`config.mk`:
```
export PLATFORM = sky130hd
export DESIGN_NAME = prlc_top
export DESIGN_NICKNAME = d
export VERILOG_FILES = /design/src/prlc_pkg.sv /design/src/prlc_snap.sv /design/src/prlc_top.sv
export SDC_FILE = /design/constraint.sdc
export NUM_CORES = 1
export LEC_CHECK = 0
export BUFFER_PORTS_ARGS = -buffer_cell sky130_fd_sc_hd__buf_2
export CELL_PAD_IN_SITES_DETAIL_PLACEMENT = 1
export CELL_PAD_IN_SITES_GLOBAL_PLACEMENT = 1
export CORE_UTILIZATION = 38
export CTS_CLUSTER_DIAMETER = 30
export DETAILED_ROUTE_END_ITERATION = 8
export HOLD_SLACK_MARGIN = 0.06
export PLACE_DENSITY = 0.8
export SLEW_MARGIN = 30
export SYNTH_ARGS = -nofsm -noshare
export SYNTH_HDL_FRONTEND = slang
export SYNTH_SLANG_ARGS = --single-unit
```
`constraint.sdc`:
```
create_clock -name clk -period 2.2 [get_ports clk]
set_input_delay 0 -clock clk [delete_from_list [all_inputs] [get_ports clk]]
set_output_delay 0 -clock clk [all_outputs]
set_load 0.05 [all_outputs]
```
`src/prlc_pkg.sv`:
```
// Package for the receive length error counter bank
package prlc_pkg;

  // Register offsets (16-bit word addresses within the channel)
  localparam logic [7:0] ADDR_UNDER_LOW  = 8'h6c;
  localparam logic [7:0] ADDR_UNDER_HIGH = 8'h6d;
  localparam logic [7:0] ADDR_OVER       = 8'h6e;
  localparam logic [7:0] ADDR_INT_STATUS = 8'h6f;
  localparam logic [7:0] ADDR_INT_ENABLE = 8'h70;

  // Counter widths
  localparam int UNDER_WIDTH = 27;
  localparam int OVER_WIDTH  = 16;
  localparam int UNDER_LOW_WIDTH = 16;
  localparam int UNDER_HIGH_WIDTH = UNDER_WIDTH - UNDER_LOW_WIDTH;
  localparam int LEN_WIDTH   = 16;

  // Status bit positions
  localparam int BIT_OVER_WRAP  = 14;
  localparam int BIT_UNDER_WRAP = 13;
  localparam int BIT_BYTE_WRAP  = 12;
  localparam int BIT_FRAME_WRAP = 11;
  localparam int BIT_ABORT_WRAP = 10;
  localparam int BIT_CRC_WRAP   = 9;

  // Writable mask of the wrap flag field
  localparam logic [15:0] WRAP_MASK = 16'h7e00;
  localparam logic [15:0] ZERO16    = 16'h0000;

  // Wrap events from the sibling counters outside this block
  typedef struct packed {
    logic byte_wrap;
    logic frame_wrap;
    logic abort_wrap;
    logic crc_err_wrap;
  } prlc_ext_wrap_s;

  // One completed frame written into the receive FIFO
  typedef struct packed {
    logic                 valid;
    logic [LEN_WIDTH-1:0] length;
  } prlc_frame_s;

  // Register port request
  typedef struct packed {
    logic       cs;
    logic       wr;
    logic       rd;
    logic [7:0] addr;
    logic [15:0] wdata;
  } prlc_req_s;

endpackage : prlc_pkg

```
`src/prlc_snap.sv`:
```
// Snapshot-and-clear counter with wrap pulse
`timescale 1ns/1ps
`default_nettype none
module prlc_snap #(
  parameter int WIDTH = 16
) (
  input  wire logic             clk,
  input  wire logic             sys_rst,
  input  wire logic             inc,
  input  wire logic             snap,
  output var  logic [WIDTH-1:0] snapshot,
  output var  logic             wrap
);

  // Elaboration check; the wrap test needs at least two bits
  if (WIDTH < 2 || WIDTH > 32)
  begin : g_bad_width
    $error("prlc_snap: WIDTH out of range");
  end

  typedef struct packed {
    logic [WIDTH-1:0] count;
    logic [WIDTH-1:0] snapshot;
    logic             wrap;
  } prlc_snap_s;

  prlc_snap_s state;
  prlc_snap_s next_state;

  // Snapshot wins over counting; a frame in the snap cycle starts the new run
  always_comb
  begin
    next_state = state;
    next_state.wrap = 1'b0;
    if (snap)
    begin
      next_state.snapshot = state.count;
      next_state.count = {{(WIDTH-1){1'b0}}, inc};
    end
    else if (inc)
    begin
      next_state.count = state.count + {{(WIDTH-1){1'b0}}, 1'b1};
      next_state.wrap = &state.count;
    end
  end

  // Register the state
  always_ff @(posedge clk)
  begin
    if (sys_rst)
      state <= '0;
    else
      state <= next_state;
  end

  assign snapshot = state.snapshot;
  assign wrap     = state.wrap;

endmodule : prlc_snap
`default_nettype wire

```
`src/prlc_top.sv`:
```
// Receive length error counters, wrap flags and register port
// Notes on behaviour
// - Count frames shorter than minimum length
// - Undersize count ignores discard enable
// - Write high address snapshots and clears undersize
// - Undersize snapshot split high 26:16, low 15:0
// - Count frames longer than maximum length
// - Oversize count ignores discard enable
// - Write oversize address snapshots and clears
// - Bit 14 sets on oversize wrap
// - Bit 13 sets on undersize wrap
// - Bit 12 sets on byte counter wrap
// - Bit 11 sets on good-frame wrap
// - Bit 10 sets on aborted-frame wrap
// - Bit 9 sets on crc error wrap
// - Status read clears bits; reset zero
// - Interrupt only where enable bit set
`timescale 1ns/1ps
`default_nettype none
module prlc_top #(
  parameter int UNDER_WIDTH = prlc_pkg::UNDER_WIDTH,
  parameter int OVER_WIDTH  = prlc_pkg::OVER_WIDTH
) (
  input  wire logic                       clk,
  input  wire logic                       sys_rst,
  input  wire prlc_pkg::prlc_req_s        req,
  input  wire prlc_pkg::prlc_frame_s      frame,
  input  wire logic [prlc_pkg::LEN_WIDTH-1:0] min_packet_length,
  input  wire logic [prlc_pkg::LEN_WIDTH-1:0] max_packet_length,
  input  wire logic                       undersize_discard_enable,
  input  wire logic                       oversize_discard_enable,
  input  wire prlc_pkg::prlc_ext_wrap_s   ext_wrap,
  output var  logic [15:0]                rdata,
  output var  logic                       rvalid,
  output var  logic                       irq
);

  // The register split and the 16-bit port cap the widths; narrower
  // counters are zero extended so short builds still read back sanely
  if (UNDER_WIDTH < 2 || UNDER_WIDTH > prlc_pkg::UNDER_WIDTH)
  begin : g_bad_under
    $error("prlc_top: UNDER_WIDTH must lie in 2 to 27");
  end
  if (OVER_WIDTH < 2 || OVER_WIDTH > prlc_pkg::OVER_WIDTH)
  begin : g_bad_over
    $error("prlc_top: OVER_WIDTH must lie in 2 to 16");
  end

  typedef struct packed {
    logic [15:0] status;
    logic [15:0] enable;
    logic [15:0] rdata;
    logic        rvalid;
    logic        irq;
  } prlc_top_s;

  typedef logic [prlc_pkg::UNDER_WIDTH-1:0] prlc_under_t;

  prlc_top_s state;
  prlc_top_s next_state;

  logic                   wr_hit;
  logic                   rd_hit;
  logic                   under_inc;
  logic                   over_inc;
  logic                   under_snap;
  logic                   over_snap;
  logic [UNDER_WIDTH-1:0] under_snapshot;
  prlc_under_t            under_wide;
  logic [OVER_WIDTH-1:0]  over_snapshot;
  logic                   under_wrap;
  logic                   over_wrap;
  logic [15:0]            wrap_set;
  logic                   unused_discard;

  // Qualified register port strobes
  assign wr_hit = req.cs & req.wr;
  assign rd_hit = req.cs & req.rd;

  // Discard enables are left unused here and never touch the counts
  assign unused_discard = undersize_discard_enable ^ oversize_discard_enable;

  // Length comparisons on each completed frame
  assign under_inc = frame.valid & (frame.length < min_packet_length);
  assign over_inc  = frame.valid & (frame.length > max_packet_length);

  // Snapshot strobes
  assign under_snap = wr_hit & (req.addr == prlc_pkg::ADDR_UNDER_HIGH);
  assign over_snap  = wr_hit & (req.addr == prlc_pkg::ADDR_OVER);

  // Undersize counter
  prlc_snap #(
    .WIDTH    (UNDER_WIDTH)
  ) u_under (
    .clk      (clk),
    .sys_rst  (sys_rst),
    .inc      (under_inc),
    .snap     (under_snap),
    .snapshot (under_snapshot),
    .wrap     (under_wrap)
  );

  // Oversize counter
  prlc_snap #(
    .WIDTH    (OVER_WIDTH)
  ) u_over (
    .clk      (clk),
    .sys_rst  (sys_rst),
    .inc      (over_inc),
    .snap     (over_snap),
    .snapshot (over_snapshot),
    .wrap     (over_wrap)
  );

  // Snapshot widened to the full register split
  assign under_wide = prlc_under_t'(under_snapshot);

  // Gather wrap pulses into their status positions
  always_comb
  begin
    wrap_set = prlc_pkg::ZERO16;
    wrap_set[prlc_pkg::BIT_OVER_WRAP]  = over_wrap;
    wrap_set[prlc_pkg::BIT_UNDER_WRAP] = under_wrap;
    wrap_set[prlc_pkg::BIT_BYTE_WRAP]  = ext_wrap.byte_wrap;
    wrap_set[prlc_pkg::BIT_FRAME_WRAP] = ext_wrap.frame_wrap;
    wrap_set[prlc_pkg::BIT_ABORT_WRAP] = ext_wrap.abort_wrap;
    wrap_set[prlc_pkg::BIT_CRC_WRAP]   = ext_wrap.crc_err_wrap;
  end

  // Register read mux, status update and interrupt gating
  always_comb
  begin
    next_state = state;
    next_state.rvalid = rd_hit;
    if (rd_hit)
    begin
      case (req.addr)
        prlc_pkg::ADDR_UNDER_LOW:
          next_state.rdata = under_wide[prlc_pkg::UNDER_LOW_WIDTH-1:0];
        prlc_pkg::ADDR_UNDER_HIGH:
          next_state.rdata = {{(16-prlc_pkg::UNDER_HIGH_WIDTH){1'b0}},
            under_wide[prlc_pkg::UNDER_WIDTH-1:
                       prlc_pkg::UNDER_LOW_WIDTH]};
        prlc_pkg::ADDR_OVER:
          next_state.rdata = 16'(over_snapshot);
        prlc_pkg::ADDR_INT_STATUS:
          next_state.rdata = state.status;
        prlc_pkg::ADDR_INT_ENABLE:
          next_state.rdata = state.enable;
        default:
          next_state.rdata = prlc_pkg::ZERO16;
      endcase
    end
    // Read clears, but a fresh wrap in the same cycle survives
    if (rd_hit && req.addr == prlc_pkg::ADDR_INT_STATUS)
      next_state.status = wrap_set;
    else
      next_state.status = state.status | wrap_set;
    if (wr_hit && req.addr == prlc_pkg::ADDR_INT_ENABLE)
      next_state.enable = req.wdata & prlc_pkg::WRAP_MASK;
    // Irq follows the updated status so it drops with the clearing read
    next_state.irq = |(next_state.status & state.enable);
  end

  // Register the state; all flags reset to zero
  always_ff @(posedge clk)
  begin
    if (sys_rst)
      state <= '0;
    else
      state <= next_state;
  end

  assign rdata  = state.rdata;
  assign rvalid = state.rvalid;
  assign irq    = state.irq;

endmodule : prlc_top
`default_nettype wire

```
==> results.py <==
metrics = {
    "run_status": {
        "status": "completed",
    },
    "worst_setup_path": {
        "worst-path-max-fanout": 17,
        "crit_required_ns": 2.52,
        "crit_path_top_delay_cell": "or4_4",
        "critPathKind": "input pin to flip-flop",
        "arrival_ns": 2.42,
        "cp_top_family": "simple AND/OR/NAND/NOR gates",
        "worstSetupEndpointType": "flip-flop",
        "path_buf_inv": 3,
        "cpPeakStageDelay_ns": 0.59,
        "cp_cell_sequence": "buf_2, inv_1, ha_1, nand4_1, or4_4, a21o_1, a31o_4, buf_4, or3_1, a21oi_1",
        "crit_path_start_kind": "input pin",
    },
    "synth": {
        "synth_xor_area_frac": 0.00733,
        "yosys.area_share.simple": 0.209,
        "synth.largest_area_cell": "dfxtp_1",
        "ys_warn_count": 0,
        "ys.flop_type": "dfxtp_1",
        "syn_area_per_cell_sq_um": 8.39,
        "synth_top_area_share": 0.395,
        "yosys-top-cells-count": "dfxtp_1 (118), nor2_1 (77), a21oi_1 (70)",
        "ys_seq_area_frac": 0.395,
        "synth_area_sq_um": 5970,
        "synthTopCellsByArea": "dfxtp_1 (40%), mux2i_1 (8.0%), ha_1 (6.9%), a21oi_1 (5.9%), nor2_1 (4.8%)",
        "synth_compound_area_frac": 0.161,
        "synth_edf_count": 0,
        "synthAdderAreaFrac": 0.0691,
        "synth_top_family_by_area": "simple AND/OR/NAND/NOR gates",
        "synth_seq_cells": 118,
        "synth_most_common_cell": "dfxtp_1",
        "synth-async-reset-ratio": 0,
        "ys_types": 46,
        "synthMuxAreaShare": 0.0880,
        "syn-num-nets": 829,
        "synth_cells": 712,
    },
    "timing": {
        "timing.final.crit_share": 0.955,
        "relSlewSlack": 0.498,
        "finalSetupViolCount": 0,
        "skew_ns": 0.00928,
        "slew_viol_final": 0,
        "period_minus_slack_ns": 2.10,
        "setup_slack_ns": 0.0982,
        "max_clock_freq_mhz": 476,
        "finalHoldViolations": 0,
        "worstMarginPinSlew_ns": 0.750,
        "rsz0062_at_grt": "false",
    },
    "finish": {
        "n_antenna_cell": 0,
        "final_layout_size_suffix_gt1_frac": 0.205,
        "fin_cells": 1054,
        "syn_to_final_growth_pct": 26.5,
        "final_nets": 948,
    },
    "clock_tree": {
        "worst_skew_pair.late_latency_ns": 0.42,
        "post_cts_buffers": 0,
        "clkTransAtPathRegs_ns": 0.05,
        "ctsHtreeMaxLevel": 4,
        "clockBufferDepth": 2,
        "cts_buffers": 17,
        "cts_tree": "done",
        "root_buffer": "clkbuf_16",
        "cts_sinks": 118,
    },
    "global_routing": {
        "track_usage": 0.243,
        "grt_first_pass_wirelength_mm": 30.9,
        "grt_overflow": 0,
        "grt_max_degree": 38,
        "grt_pass1_vias": 6325,
        "antenna_found_initial": 0,
    },
    "route": {
        "vias": 5767,
        "first_iter_violations": 256,
        "firstDrtPassIters": 5,
        "drt-total-wl_mm": 18.8,
        "vias_per_cell": 5.47,
        "ant_nets": 0,
        "drc": 0,
        "wire_per_inst_microns": 17.9,
    },
    "placed_design": {
        "place_ws_ns": -0.289,
        "place.gp.congestion": 0.867,
        "port_buffers": 89,
        "place_inst": 1005,
        "hpwl_mm": 13.5,
    },
    "floorplan": {
        "row_count": 45,
        "design.core.area_sq_um": 15300,
        "dieArea_sq_um": 16200,
        "die_y_microns": 127,
        "start_util": 0.391,
        "dieWidth_microns": 127,
        "num_io_pins": 102,
    },
    "flow_run": {
        "drv_cap": 0,
    },
    "pwr": {
        "internal-power_mw": 4.23,
        "netSwitchingPower_mw": 1.22,
        "power.share.clock": 0.524,
        "irDropWorstVdd_v": 0.000479,
        "power_leakage_nw": 2.96,
        "switching_share": 0.223,
        "combPwrFrac": 0.077,
        "p_seq_frac": 0.399,
        "power_density_nw_per_um2": 721,
    },
    "hold_path": {
        "hold_class": "input pin to flip-flop",
    },
}
layout by cell type, fill, tap and decap left out, types with 5 or more instances in the layout:
master         count
buf_4             40
nor3_1             5
clkbuf_16         17
a21oi_1           70
nand2_1           69
mux2i_1           48
dlygate4sd3_1     18
ha_1              33
dfxtp_1          118
o21ai_0           40
a22oi_1           17
buf_2             89
o31ai_1           11
nor2_1            77
nand3_1           20
or4_1             12
nand4_1           17
a221o_1            5
and3_1             8
inv_1             39
or3_1             25
cell families after synthesis:
family,count (synthesis)
compound gates,162
fa+ha+maj,33
mux,50
xor+xnor,5
buf+inv,88
simple gates,256
flops,118
path summary, 6_finish.rpt:
kind / start / endpoint / slack, ns / cells after the start
hold / removal: frame[16] / u_over.state[25] / 0.08 / 5
setup reg to reg: u_under.state[33] / u_under.state[51] / 0.11 / 6
hold reg to reg: u_over.snapshot[14] / u_over.snapshot[14] / 0.46 / 2
setup / recovery: max_packet_length[11] / u_over.state[29] / 0.1 / 10
worst reg2reg max path: cells and delay by family, from the launching register on:
family | cells | cell delay (ns)
AND/OR/NAND/NOR | 4 | 1.20
flip-flops | 1 | 0.42
buffers and inverters | 1 | 0.21
AO/OA/AOI/OAI | 1 | 0.17
registers in the layout (all words and copies together), names as in the netlist:
name              count
u_under.state        27
u_under.wrap          1
u_over.wrap           1
rdata                16
state                12
u_over.state         16
u_under.snapshot     27
rvalid                1
irq                   1
u_over.snapshot      16
layer usage:
layer | wire length [microns] | share of wire | up-vias | global-route usage
met1 | 7540 | 0.40 | 2805 | 0.260
met3 | 876 | 0.047 | 35 | 0.0528
met5 | 0 | 0 | - | 0
li1 | - | - | 2761 | -
met2 | 9890 | 0.53 | 166 | 0.460
met4 | 504 | 0.027 | 0 | 0.0994
power groups by stage:
stage / Sequential [mW] / Clock (mW) / Combinational [mW]
4_1_cts: 2.17 / 2.89 / 0.418
6_report: 2.17 / 2.86 / 0.419
5_1_grt: 2.17 / 2.98 / 0.463
3_3_place_gp: 2.21 / 0 / 0.358
2_1_floorplan: 2.21 / 0 / 0.215
3_5_place_dp: 2.21 / 0 / 0.391
repair_timing:
item	in CTS	in global routing
endpoints found under the setup margin	0	6
resized for setup	0	1
endpoints found under the hold margin	13	0
hold buffers	18	0
per-stage QoR:
stage	total power, mW	utilization	instance area, sq um	setup TNS [ns]	hold slack, ns
3_5_place_dp	2.61	0.443	6760	-3.81	0.247
2_1_floorplan	2.43	-	5970	0	0.0839
4_1_cts	5.48	0.495	7550	0	0.0643
3_3_place_gp	2.57	0.443	6760	-1.28	0.244
5_1_grt	5.61	0.495	7560	0	0.0947
6_report	5.45	0.495	7560	0	0.0756
area by class of cell:
| class | instances | area, sq um |
|---|---|---|
| fill | 1834 | 7700 |
| multi-input combinational | 506 | 3210 |
| sequential | 118 | 2360 |
| timing repair buffer | 149 | 966 |
| clock buffer | 23 | 488 |
| tap | 211 | 264 |
| inverter | 39 | 146 |
| clock inverter | 8 | 121 |
Power figures use the tool's default switching activity.
